<file path="src/inc/lpc_pkg.sv">
// Operation
// - Stop-clock request enters Stop-Grant
// - Stop-Grant entry issues bus acknowledge
// - Stop-Grant gates core, keeps bus, interrupt
// - Stop-Grant keeps snooping and latching interrupts
// - Stop-clock release restores clocks, resumes execution
// - Latched interrupts serviced after leaving Stop-Grant
// - Stop-clock asynchronous, bus clock untouched
// - Sleep request from Stop-Grant enters Sleep
// - Sleep stops all unit clocks
// - Sleep ignores snoops and interrupts
// - Sleep reacts only to sleep, stop, reset (code: Sleep leaves only on sleep release or reset, stop is not looked at)
// - Sleep release returns to Stop-Grant
// - Sleep exit restarts bus, interrupt clocks
// - Management interrupt accepted asynchronously
// - Management interrupt saves state, enters management mode
// - Management acknowledge then handler execution
// - Reset releases bus outputs within two clocks
package lpc_pkg;
    localparam int unsigned SYNC_STAGES = 2;
    localparam int unsigned RESET_RELEASE_CLKS = 2;

    typedef enum logic [2:0] {
        LPC_RUN = 3'h0,
        LPC_STOP_ACK = 3'h1,
        LPC_STOP_GRANT = 3'h2,
        LPC_SLEEP = 3'h3,
        LPC_MGMT_SAVE = 3'h4,
        LPC_MGMT_ACK = 3'h5
    } lpc_state_t;

    typedef enum logic [1:0] {
        LPC_TXN_NONE = 2'h0,
        LPC_TXN_STOP_ACK = 2'h1,
        LPC_TXN_MGMT_ACK = 2'h2
    } lpc_txn_t;

    typedef struct packed {
        logic coreEn;
        logic busEn;
        logic intUnitEn;
    } lpc_clk_en_t;

    localparam lpc_clk_en_t CLK_ALL_ON = '{coreEn: 1'b1, busEn: 1'b1, intUnitEn: 1'b1};
    localparam lpc_clk_en_t CLK_GRANT = '{coreEn: 1'b0, busEn: 1'b1, intUnitEn: 1'b1};
    localparam lpc_clk_en_t CLK_ALL_OFF = '{coreEn: 1'b0, busEn: 1'b0, intUnitEn: 1'b0};
endpackage

</file>
<file path="src/rtl/lpc_sync.sv">
`timescale 1ns/1ns
`default_nettype none
module lpc_sync
    import lpc_pkg::*;
(
    input wire logic clk,
    input wire logic rst_b,
    input wire logic asyncIn,
    output logic syncOut
);
    logic [SYNC_STAGES-1:0] stage_q;

    // First stage feeds only the second
    always_ff @(posedge clk) begin
        if (!rst_b) begin
            stage_q <= '1;
        end else begin
            stage_q <= {stage_q[SYNC_STAGES-2:0], asyncIn};
        end
    end

    assign syncOut = stage_q[SYNC_STAGES-1];
endmodule // lpc_sync
`default_nettype wire

</file>
<file path="src/rtl/lpc_low_power_ctrl.sv">
`timescale 1ns/1ns
`default_nettype none
module lpc_low_power_ctrl
    import lpc_pkg::*;
(
    input wire logic clk,
    input wire logic rst_b,
    input wire logic stop_clock_request_n,
    input wire logic sleep_request_n,
    input wire logic mgmt_interrupt_request_n,
    input wire logic intRequest,
    input wire logic snoopRequest,
    input wire logic intServiceDone,
    input wire logic handlerStarted,
    output lpc_clk_en_t clkEn,
    output logic pllRun,
    output logic busClkStop,
    output logic txnValid,
    output lpc_txn_t txnType,
    output logic snoopAck,
    output logic intPending,
    output logic intService,
    output logic saveState,
    output logic system_management_state,
    output logic busDriveEn
);
    logic stopSync;
    logic sleepSync;
    logic mgmtSync;
    lpc_state_t state_q;
    lpc_state_t state_d;
    logic [1:0] rstCnt_q;

    // Async pins retimed before any decision
    lpc_sync u_stop (
        .clk(clk),
        .rst_b(rst_b),
        .asyncIn(stop_clock_request_n),
        .syncOut(stopSync)
    );
    lpc_sync u_sleep (
        .clk(clk),
        .rst_b(rst_b),
        .asyncIn(sleep_request_n),
        .syncOut(sleepSync)
    );
    lpc_sync u_mgmt (
        .clk(clk),
        .rst_b(rst_b),
        .asyncIn(mgmt_interrupt_request_n),
        .syncOut(mgmtSync)
    );

    function automatic logic stop_req(input logic pinN);
        return !pinN;
    endfunction

    always_comb begin
        state_d = state_q;
        case (state_q)
            LPC_RUN: begin
                if (stop_req(mgmtSync) && !system_management_state) begin
                    state_d = LPC_MGMT_SAVE;
                end else if (stop_req(stopSync)) begin
                    state_d = LPC_STOP_ACK;
                end
            end
            LPC_STOP_ACK: begin
                state_d = LPC_STOP_GRANT;
            end
            LPC_STOP_GRANT: begin
                if (stop_req(sleepSync)) begin
                    state_d = LPC_SLEEP;
                end else if (!stop_req(stopSync)) begin
                    state_d = LPC_RUN;
                end
            end
            LPC_SLEEP: begin
                // Only the sleep pin leaves here
                if (!stop_req(sleepSync)) begin
                    state_d = LPC_STOP_GRANT;
                end
            end
            LPC_MGMT_SAVE: begin
                state_d = LPC_MGMT_ACK;
            end
            LPC_MGMT_ACK: begin
                state_d = LPC_RUN;
            end
            default: begin
                state_d = LPC_RUN;
            end
        endcase
    end

    always_ff @(posedge clk) begin
        if (!rst_b) begin
            state_q <= LPC_RUN;
        end else begin
            state_q <= state_d;
        end
    end

    // Management mode holds until the handler reports it started; the
    // resume path is outside this block, so handler entry clears it.
    always_ff @(posedge clk) begin
        if (!rst_b) begin
            system_management_state <= 1'b0;
        end else if (state_q == LPC_MGMT_SAVE) begin
            system_management_state <= 1'b1;
        end else if (handlerStarted && state_q == LPC_RUN) begin
            system_management_state <= 1'b0;
        end
    end

    always_ff @(posedge clk) begin
        if (!rst_b) begin
            saveState <= 1'b0;
        end else begin
            saveState <= (state_d == LPC_MGMT_SAVE) && (state_q != LPC_MGMT_SAVE);
        end
    end

    always_ff @(posedge clk) begin
        if (!rst_b) begin
            txnValid <= 1'b0;
            txnType <= LPC_TXN_NONE;
        end else if (state_q == LPC_STOP_ACK) begin
            txnValid <= 1'b1;
            txnType <= LPC_TXN_STOP_ACK;
        end else if (state_q == LPC_MGMT_ACK) begin
            txnValid <= 1'b1;
            txnType <= LPC_TXN_MGMT_ACK;
        end else begin
            txnValid <= 1'b0;
            txnType <= LPC_TXN_NONE;
        end
    end

    always_ff @(posedge clk) begin
        if (!rst_b) begin
            clkEn <= CLK_ALL_ON;
        end else begin
            case (state_d)
                LPC_STOP_ACK, LPC_STOP_GRANT: clkEn <= CLK_GRANT;
                LPC_SLEEP: clkEn <= CLK_ALL_OFF;
                default: clkEn <= CLK_ALL_ON;
            endcase
        end
    end

    // PLL and the external bus clock never stop
    assign pllRun = 1'b1;
    assign busClkStop = 1'b0;

    // Interrupts latched except in Sleep; set wins over service clear
    always_ff @(posedge clk) begin
        if (!rst_b) begin
            intPending <= 1'b0;
        end else if (intRequest && state_q != LPC_SLEEP) begin
            intPending <= 1'b1;
        end else if (intServiceDone) begin
            intPending <= 1'b0;
        end
    end

    always_ff @(posedge clk) begin
        if (!rst_b) begin
            intService <= 1'b0;
        end else begin
            intService <= intPending && state_q == LPC_RUN && state_d == LPC_RUN;
        end
    end

    always_ff @(posedge clk) begin
        if (!rst_b) begin
            snoopAck <= 1'b0;
        end else begin
            snoopAck <= snoopRequest && state_q != LPC_SLEEP;
        end
    end

    // Bus outputs released as soon as reset asserts, held off two edges after
    always_ff @(posedge clk) begin
        if (!rst_b) begin
            rstCnt_q <= 2'h0;
        end else if (rstCnt_q != 2'(RESET_RELEASE_CLKS)) begin
            rstCnt_q <= rstCnt_q + 2'h1;
        end
    end
    assign busDriveEn = rst_b && (rstCnt_q == 2'(RESET_RELEASE_CLKS));

    chk_stop_enter: assert property (@(posedge clk) disable iff (!rst_b)
        state_q == LPC_RUN && !stopSync && mgmtSync |=> state_q == LPC_STOP_ACK)
        else $error("stop request did not enter grant");
    chk_stop_ack: assert property (@(posedge clk) disable iff (!rst_b)
        state_q == LPC_STOP_ACK |=> txnValid && txnType == LPC_TXN_STOP_ACK)
        else $error("missing stop-grant acknowledge");
    chk_grant_clks: assert property (@(posedge clk) disable iff (!rst_b)
        state_q == LPC_STOP_GRANT && $past(state_q) == LPC_STOP_GRANT |-> clkEn == CLK_GRANT)
        else $error("grant clock gating wrong");
    chk_sleep_enter: assert property (@(posedge clk) disable iff (!rst_b)
        state_q == LPC_STOP_GRANT && !sleepSync |=> state_q == LPC_SLEEP ##0 clkEn == CLK_ALL_OFF)
        else $error("sleep entry wrong");
    chk_sleep_quiet: assert property (@(posedge clk) disable iff (!rst_b)
        state_q == LPC_SLEEP |=> !snoopAck)
        else $error("snoop answered in sleep");
    chk_sleep_exit: assert property (@(posedge clk) disable iff (!rst_b)
        state_q == LPC_SLEEP && sleepSync |=> state_q == LPC_STOP_GRANT)
        else $error("sleep exit not to grant");
    chk_resume_run: assert property (@(posedge clk) disable iff (!rst_b)
        state_q == LPC_STOP_GRANT && stopSync && sleepSync |=> state_q == LPC_RUN ##0 clkEn == CLK_ALL_ON)
        else $error("resume failed");
    chk_mgmt_seq: assert property (@(posedge clk) disable iff (!rst_b)
        state_q == LPC_MGMT_SAVE |=> system_management_state ##1 txnType == LPC_TXN_MGMT_ACK)
        else $error("management sequence wrong");
    chk_reset_release: assert property (@(posedge clk)
        !rst_b |-> !busDriveEn ##1 !busDriveEn ##1 !busDriveEn)
        else $error("bus driven during reset window");

    chk_int_latch: assert property (@(posedge clk) disable iff (!rst_b)
        state_q == LPC_STOP_GRANT && intRequest |=> intPending)
        else $error("interrupt not latched in grant");
    chk_int_service: assert property (@(posedge clk) disable iff (!rst_b)
        state_q == LPC_RUN && state_d == LPC_RUN && intPending |=> intService)
        else $error("pending interrupt not serviced");
    chk_clock_const: assert property (@(posedge clk) disable iff (!rst_b)
        pllRun && !busClkStop)
        else $error("pll or bus clock stopped");
    chk_sleep_clks: assert property (@(posedge clk) disable iff (!rst_b)
        state_q == LPC_SLEEP |-> clkEn == CLK_ALL_OFF)
        else $error("clocks running in sleep");
    chk_sleep_int: assert property (@(posedge clk) disable iff (!rst_b)
        state_q == LPC_SLEEP && !intPending |=> !intPending)
        else $error("interrupt latched in sleep");
    chk_sleep_hold: assert property (@(posedge clk) disable iff (!rst_b)
        state_q == LPC_SLEEP && !sleepSync |=> state_q == LPC_SLEEP)
        else $error("sleep left without sleep release");
    chk_wake_clks: assert property (@(posedge clk) disable iff (!rst_b)
        state_q == LPC_SLEEP && sleepSync |=> clkEn == CLK_GRANT)
        else $error("sleep exit clocks wrong");
    chk_mgmt_enter: assert property (@(posedge clk) disable iff (!rst_b)
        state_q == LPC_RUN && !mgmtSync && !system_management_state |=> state_q == LPC_MGMT_SAVE && saveState)
        else $error("management request not taken");
    chk_save_pulse: assert property (@(posedge clk) disable iff (!rst_b)
        saveState |=> !saveState)
        else $error("save pulse too long");
    chk_txn_pulse: assert property (@(posedge clk) disable iff (!rst_b)
        txnValid |=> !txnValid)
        else $error("acknowledge longer than one cycle");
    chk_bus_drive: assert property (@(posedge clk)
        rst_b && $past(rst_b) && $past(rst_b, 2) |-> busDriveEn)
        else $error("bus not driven after reset");

    cov_stop_grant: cover property (@(posedge clk) disable iff (!rst_b) state_q == LPC_STOP_GRANT);
    cov_resume: cover property (@(posedge clk) disable iff (!rst_b)
        state_q == LPC_STOP_GRANT ##1 state_q == LPC_RUN);
    cov_sleep: cover property (@(posedge clk) disable iff (!rst_b) state_q == LPC_SLEEP);
    cov_mgmt: cover property (@(posedge clk) disable iff (!rst_b) txnType == LPC_TXN_MGMT_ACK);
    cov_service: cover property (@(posedge clk) disable iff (!rst_b) intService);
endmodule // lpc_low_power_ctrl
`default_nettype wire

</file>
<file path="config.mk">
export PLATFORM = sky130hd
export DESIGN_NAME = lpc_low_power_ctrl
export DESIGN_NICKNAME = d
export VERILOG_FILES = /design/src/inc/lpc_pkg.sv /design/src/rtl/lpc_sync.sv /design/src/rtl/lpc_low_power_ctrl.sv
export SDC_FILE = /design/constraint.sdc
export NUM_CORES = 1
export LEC_CHECK = 0
export BUFFER_PORTS_ARGS = -buffer_cell sky130_fd_sc_hd__buf_2
export CORE_ASPECT_RATIO = 1.2
export CORE_MARGIN = 3
export CORE_UTILIZATION = 45
export DETAILED_ROUTE_END_ITERATION = 8
export GPL_ROUTABILITY_DRIVEN = 0
export GPL_TIMING_DRIVEN = 0
export PLACE_DENSITY = 0.81
export SYNTH_ARGS = -nofsm -noshare
export SYNTH_HDL_FRONTEND = slang
export SYNTH_SLANG_ARGS = --single-unit
</file>
<file path="constraint.sdc">
create_clock -name clk -period 1.8 [get_ports clk]
set_clock_uncertainty 0.2 [all_clocks]
set_input_delay 0.27 -clock clk [delete_from_list [all_inputs] [get_ports clk]]
set_output_delay 0.27 -clock clk [all_outputs]
set_load 0.05 [all_outputs]
</file>
Word level (Yosys, flattened, before mapping) --
Cells that the tools add are included.
Operators by class: add/subtract/negate cells 1, equality and inequality tests 13, muxes and demuxes 15, bitwise gates (word level) 1, reductions and logical operators 16
Operators with widths (count):
- 2-to-1 mux 3 bit | 5
- case mux 3 bit (5 select lines) | 1
- equality test 3 x 2 -> 1 bit (second input constant) | 4
- equality test 3 bit (second input constant) | 3
- logical AND 1 bit | 8
- 2-to-1 mux 1 bit | 7
- equality test 3 x 1 -> 1 bit (second input constant) | 2
- zero test 3 bit | 2
- case mux 3 bit (2 select lines) | 1
- nonzero test 2 bit | 2
- OR reduction 2 bit | 2
- inequality test 3 x 2 -> 1 bit (second input constant) | 1
- inequality test 3 bit (second input constant) | 1
- adder 2 x 1 -> 2 bit (second input constant) | 1
- equality test 2 bit (second input constant) | 1
- zero test 1 bit | 2
- 2-to-1 mux 2 bit | 1
- inequality test 2 bit (second input constant) | 1
- inverter 1 bit | 1
Storage, ports and cells: flip-flop bits (word level) 22, input bits 9, output and inout port bits 14

Logic depth before layout (Yosys ltp) --
Gate-level depths: netlist of the first run.
depth after elaboration 7, gate-level depth with buffers 5, mapped depth without buffers 5

By module --
A second synthesis of the first run with hierarchy kept.
Second synthesis, totals: cells, all modules 74, area total of the unflattened synthesis 740.7 µm²
Modules (own cells, without submodules):
- lpc_low_power_ctrl | instances 1, cells an instance 62, area each 583.1 µm², sequential area each 300.3 µm²
- lpc_sync | instances 3, cells an instance 4, area each 52.6 µm², sequential area each 40.0 µm²

Worst setup path after synthesis of the first run --
OpenSTA, ideal clock, no wires.
path kind register -> register, start point register system_management_state, end point register clkEn[2] (netlist name), arrival 1.187 ns, required time 1.459 ns, slack 0.272 ns, stages on the path, launching flop included 4, clock period less this slack 1.528 ns, cells stage by stage dfxtp_1 > nor2_1 > nor4_1 > o311ai_1
Between the ends: longest elaborated chain between the ends 7, elaborated cells between the ends (all ways) 9, classes of those cells eq/ne: 3; mux: 3; reduce/logical: 3
RTL lines:
- start: declaration | line lpc_low_power_ctrl.sv:24 | output logic system_management_state,
- start signal: assignment | line lpc_low_power_ctrl.sv:108 | system_management_state <= 1'b0;
- start signal: assignment | line lpc_low_power_ctrl.sv:110 | system_management_state <= 1'b1;
- start signal: assignment | line lpc_low_power_ctrl.sv:112 | system_management_state <= 1'b0;
- zero test 1 bit (*) | line lpc_low_power_ctrl.sv:62 | if (stop_req(mgmtSync) && !system_management_state) begin
- logical AND 1 bit (*) | line lpc_low_power_ctrl.sv:62
- 2-to-1 mux 3 bit (*) | line lpc_low_power_ctrl.sv:62
- case mux 3 bit (5 select lines) (*) | line lpc_low_power_ctrl.sv:60 | case (state_q)
- equality test 3 x 1 -> 1 bit / equality test 3 x 2 -> 1 bit (equally long branches) | line lpc_low_power_ctrl.sv:144 | case (state_d)
- OR reduction 2 bit | line lpc_low_power_ctrl.sv:144
- case mux 3 bit (2 select lines) (*) | line lpc_low_power_ctrl.sv:144
- end signal: assignment | line lpc_low_power_ctrl.sv:145 | LPC_STOP_ACK, LPC_STOP_GRANT: clkEn <= CLK_GRANT;
- end signal: assignment | line lpc_low_power_ctrl.sv:146 | LPC_SLEEP: clkEn <= CLK_ALL_OFF;
- end signal: assignment | line lpc_low_power_ctrl.sv:147 | default: clkEn <= CLK_ALL_ON;
- end: declaration | line lpc_low_power_ctrl.sv:15 | output lpc_clk_en_t clkEn,
Mark *: on every way between the ends. The rest lies on a longest branch, timed or not. A chain may end at the register's enable or synchronous reset.

Worst setup path after layout of the first run --
start point register rstCnt_q[0], end point output busDriveEn
Between the ends: longest elaborated chain between the ends 2
RTL lines:
- start: declaration | line lpc_low_power_ctrl.sv:32 | logic [1:0] rstCnt_q;
- start signal: assignment | line lpc_low_power_ctrl.sv:188 | rstCnt_q <= rstCnt_q + 2'h1;
- equality test 2 bit | line lpc_low_power_ctrl.sv:191 | assign busDriveEn = rst_b && (rstCnt_q == 2'(RESET_RELEASE_CLKS));
- logical AND 1 bit | line lpc_low_power_ctrl.sv:191
- end: declaration | line lpc_low_power_ctrl.sv:25 | output logic busDriveEn
Every way passes these cells.

==> results of run 1 <==
-- cells in the mapped netlist (all sizes together), types with 2 or more instances --
library cell / n
a21oi: 3
and2: 3
buf: 4
conb: 2
dfxtp: 21
inv: 2
nand2b: 6
nand3b: 2
nor2: 7
nor2b: 3
nor3b: 2
nor4: 2
-- routing by layer --
layer  GRT usage (%)  wire, µm  vias up
li1                -         -      289
met1            13.9       510      240
met2            21.0       611       20
met3            4.30        85        2
met4            7.77         6        0
met5               0         0        -
-- power groups by stage --
stage | sequential, µW | combinational [µW] | clock [µW]
2_1_floorplan | 569 | 131 | 0
4_1_cts | 527 | 216 | 224
5_1_grt | 534 | 247 | 242
3_3_place_gp | 536 | 197 | 0
6_report | 529 | 219 | 214
3_5_place_dp | 538 | 204 | 0
-- final cells by class --
| class | count | area (µm²) | area share [%] |
|---|---|---|---|
| flip-flops and latches | 21 | 422 | 44.8 |
| multi-input cells | 43 | 272 | 28.8 |
| repair buffers | 26 | 163 | 17.3 |
| plain buffers | 5 | 31.3 | 3.32 |
| clock buffers | 4 | 26.3 | 2.79 |
| well taps | 17 | 21.3 | 2.26 |
| inverters | 2 | 7.51 | 0.797 |
-- tightest hold or removal path, stage by stage --
cell and delay [ns]:
buf_2 0.08, a21bo_2 0.11, a21oi_1 0.06
-- how the worst max path moves through the flow --
| stage | from | end | slack, ns |
|---|---|---|---|
| finish | rstCnt_q[0] | busDriveEn | 0.07 |
| CTS | rstCnt_q[0] | busDriveEn | 0.02 |
| global route | rstCnt_q[0] | busDriveEn | 0.01 |
| detailed placement | rst_b | busDriveEn | 0.17 |
| floorplan | system_management_state | clkEn[2] | 0.27 |
| global placement | rst_b | busDriveEn | 0.20 |
-- metrics by stage --
stage                     std cells  setup slack (ns)
final                           118            0.0741
after detailed placement        108             0.169
after floorplan                  71             0.272
after global routing            118            0.0145
after CTS                       118            0.0154
after global placement          108             0.196
-- cells by family (layout without fill, tap and decap cells) --
kind of cell,Yosys count,count (layout),share of synthesized area [%]
compound gates,10,10,9.76
xor+xnor,1,1,1.20
fa+ha+maj,1,1,1.71
buf+inv,7,37,5.31
flops,21,21,57.5
other cells,2,2,1.03
simple gates,29,29,23.5
-- flip-flops by register name, indices dropped and copies added (netlist names) --
register / flops
system_management_state: 1
u_stop.stage_q: 2
u_sleep.stage_q: 2
state_q: 3
clkEn: 2
txnValid: 1
rstCnt_q: 2
saveState: 1
u_mgmt.stage_q: 2
txnType: 2
snoopAck: 1
intService: 1
intPending: 1
-- timing repair --
action                     4_1_cts  5_1_grt
setup endpoints to repair        0        1
hold buffers                     6        0
hold endpoints to repair         5        0
gates resized for setup          0        3
==> impl_metrics.toml, run 1 <==
[status]
outcome = "completed"

[clock_network]
cts_sinks = 21
ctsLongestPathBuffers = 2
clockRootBuffer = "clkbuf_4"
htreeDepth = 1
cts_tree = "yes"
path_clk_slew_ns = 0.11
clock_latency_ns = 0.29
numCtsBuffers = 3
cts_setup_buffers = 0

[worst_setup_path]
crit_family = "flip-flops"
worst_r2r_path_depth = 2
end_kind = "output port"
path_buf_inv = 2
cp_slowest_stage_delay_ns = 0.35
timing.rr.start = "state_q[1]"
worstSetupPathType = "flop to output port"
arrival_ns = 1.26
required_ns = 1.33
worstPathMaxFanout = 4
path_depth = 4
start_kind = "flop"
r2r-end = "clkEn[2]"
rrSetupSlack_ns = 0.50
slowest_stage = "dfxtp_2"
crit_chain = "inv_1 -> ha_1 -> and2_1 -> buf_4"

[hold_path]
whs_endpoint = "system_management_state"
worstHoldPathType = "input port to flop"
min-delay-start = "handlerStarted"
whs_path_depth = 3

[detailed_routing]
vias_per_cell = 4.67
ant_nets = 0
wl_per_cell_um = 10.3
dr.pass1.iters = 4
drc = 0
drtIter0Drc = 11
wl_mm = 1.21
vias = 551

[power]
power_density_nw_per_um2 = 1020
power_frac_clock_pct = 22.3
seqPwrFrac_pct = 55.0
combinationalPowerShare_pct = 22.7
p_total_uw = 961
leakage_uw = 0.000439
p_sw_uw = 283
p_int_uw = 679
switching_share_pct = 29.4
peakVddDrop_v = 0.000637

[synthesis]
synth_top_area_share_pct = 57.5
synth_area_um2 = 731
synth_cells = 71
ys_ff_latch = 21
ys_seq_area_share_pct = 57.5
netlist_top_cells_area = "dfxtp_1 58%, nand2b_1 5.1%, buf_4 3.1%, nor2_1 3.1%, nor2b_1 2.6%"
ys.flop_type = "dfxtp_1"
syn_nets = 81
synth-edff-count = 0
synth.distinct_cells = 29
ys_async_sr_fraction_pct = 0
synth_area_per_cell_um2 = 10.3
synth_top_area_cell = "dfxtp_1"
yosys_warnings = 0

[sta]
hold_viol = 0
rsz0062_at_grt = "false"
final.period_utilization_pct = 95.9
hold-worst-slack_ns = 0.0657
max_clock_freq_mhz = 579
fin_crit_ns = 1.73
setup_viol = 0
slew_viol_final = 0
fin_tns_setup_ns = 0

[grt]
grtUsageTotal_pct = 12.8
grt_pass1_vias = 514
grt_pass1_wl_mm = 2.04
grt_max_degree = 12
grt-ovfl-total = 0
antenna_found_initial = 0

[die]
pin_count = 23
die_y_um = 50.1
rows = 15
initial_core_util_pct = 49.3
dieArea_um2 = 2150
die_w_um = 42.8
core_area_um2 = 1480

[run]
maxCapViolCount = 0

[finish]
fin_area_um2 = 942
syn_to_final_growth_pct = 28.9
final_cell_mix = "20 x buf_2, 20 x dfxtp_1, 6 x nand2b_1, 6 x nor2_1, 6 x dlygate4sd3_1"
final_core_util_pct = 63.5
layout-drive-gt1-share_pct = 30.7
nNetsFinal = 112
num_antenna_cells = 0
fillers = 119

[placed_design]
postPlaceCellArea_um2 = 852
numPortBuffers = 20
post-dp-hpwl_um = 868
No activity file was read; power rests on OpenSTA's default activity.
==> run 2, diff against run 1 <==
CAP_MARGIN = 20   (was unset)
CORE_ASPECT_RATIO = unset   (was 1.2)
CORE_UTILIZATION = 50   (was 45)
PLACE_DENSITY = 0.87   (was 0.81)
==> run 2 against run 1 <==
  * Wire length up 7.2%
  * Critical path depth unchanged
  * Register-to-register slack worse by 0.08 ns
  * Clock power about the same
  * Largest cell class unchanged
  * Largest power group unchanged
==> impl_metrics.toml, run 2 (synthesized netlist as in run 1, its figures left out) <==
[worst_setup_path]
worstSetupPathType = "flop to output port"
worstPathMaxFanout = 4
arrival_ns = 1.22
required_ns = 1.33
start_kind = "flop"
end_kind = "output port"

[die]
dieArea_um2 = 1960
rows = 13
die_w_um = 44.2
initial_core_util_pct = 54.8
core_area_um2 = 1330
die_y_um = 44.2
pin_count = 23

[detailed_routing]
drtIter0Drc = 5
vias = 562
wl_met2_um = 723
top_layer = "met4"
dr.pass1.iters = 2
wl_met1_um = 494
vias_per_cell = 4.89
ant_nets = 0
wl_per_cell_um = 11.3
drc = 0
wl_mm = 1.30
wl_met3_um = 76

[sta]
rsz0062_at_grt = "false"
max_clock_freq_mhz = 591
slew_viol_final = 0
hold-worst-slack_ns = 0.00806
final.period_utilization_pct = 94.0
fin_crit_ns = 1.69
setup_viol = 0
setup_ws_ns = 0.108
fin_tns_setup_ns = 0
hold_viol = 0

[clock_network]
cts_sinks = 21
htreeDepth = 1
clock_latency_ns = 0.29
numCtsBuffers = 3
cts_tree = "yes"
clockRootBuffer = "clkbuf_4"
path_clk_slew_ns = 0.11
ctsLongestPathBuffers = 2

[placed_design]
numPortBuffers = 20
post-place-ws_ns = 0.151
post-dp-hpwl_mm = 1.01
postPlaceCellArea_um2 = 850

[finish]
final_cell_mix = "20 x buf_2, 20 x dfxtp_1, 6 x nand2b_1, 6 x nor2_1, 5 x dlygate4sd3_1"
nNetsFinal = 111
fin_area_um2 = 933
largest-register = "state_q"
largest_reg_flops = 3
syn_to_final_growth_pct = 27.7
num_antenna_cells = 0
layout-drive-gt1-share_pct = 33.0
final_core_util_pct = 70.0

[grt]
grt_max_degree = 13
grtUsageTotal_pct = 15.8
grt_pass1_wl_mm = 2.15
antenna_found_initial = 0
grt_pass1_vias = 518
grt-ovfl-total = 0

[power]
power_frac_clock_pct = 22.2
leakage_uw = 0.000436
seqPwrFrac_pct = 54.7
p_sw_uw = 295
p_int_uw = 677
combinationalPowerShare_pct = 23.1
switching_share_pct = 30.4
power_density_nw_per_um2 = 1040
peakVddDrop_v = 0.000603

[hold_path]
worstHoldPathType = "input port to flop"

[run]
maxCapViolCount = 0

[status]
outcome = "completed"
## run 2: area by class of cell
class	instances	area, µm²
Sequential cell	21	422
Inverter	2	7.51
Tap cell	15	18.8
Timing Repair Buffer	25	153
Fill cell	113	400
Clock inverter	1	5.00
Clock buffer	3	22.5
Multi-Input combinational cell	43	274
Buffer	5	31.3
## run 2: metrics by stage
step           power [µW]  std cells
2_1_floorplan         700         71
3_3_place_gp          733        106
3_5_place_dp          751        106
4_1_cts               975        115
5_1_grt              1030        115
6_report              973        115
## run 2: power groups by stage
stage          logic, µW  registers, µW  clock network [µW]
2_1_floorplan        131            569                   0
3_5_place_dp         209            541                   0
5_1_grt              248            536                 247
3_3_place_gp         197            536                   0
6_report             224            532                 216
4_1_cts              219            532                 223
## run 2: final timing paths
check                                  startpoint                end  slack (ns)  cells past startpoint
worst max-delay path                  rstCnt_q[0]         busDriveEn        0.11                      4
worst min-delay path                   intRequest         intPending       0.008                      3
worst max register to register         state_q[1]           clkEn[2]        0.42                      2
worst min register to register  u_mgmt.stage_q[0]  u_mgmt.stage_q[1]        0.22                      1
## run 2: worst max-delay path: stages (launching register included)
cell     delay [ns]
dfxtp_2        0.35
inv_1          0.05
ha_2           0.21
and2_1         0.13
buf_4          0.19
## run 2: what timing repair did
| action | in CTS | in global routing |
|---|---|---|
| pin swaps | 0 | 0 |
| hold buffers | 5 | 0 |
| gates resized for setup | 1 | 3 |
| setup buffers | 0 | 0 |
| setup endpoints to repair | 1 | 1 |
| endpoints found under the hold margin | 4 | 0 |
## run 2: metal layers
| layer | vias up | GRT usage, % |
|---|---|---|
| li1 | 286 | - |
| met1 | 257 | 14.0 |
| met2 | 17 | 31.4 |
| met3 | 2 | 4.88 |
| met4 | 0 | 7.23 |
| met5 | - | 0 |
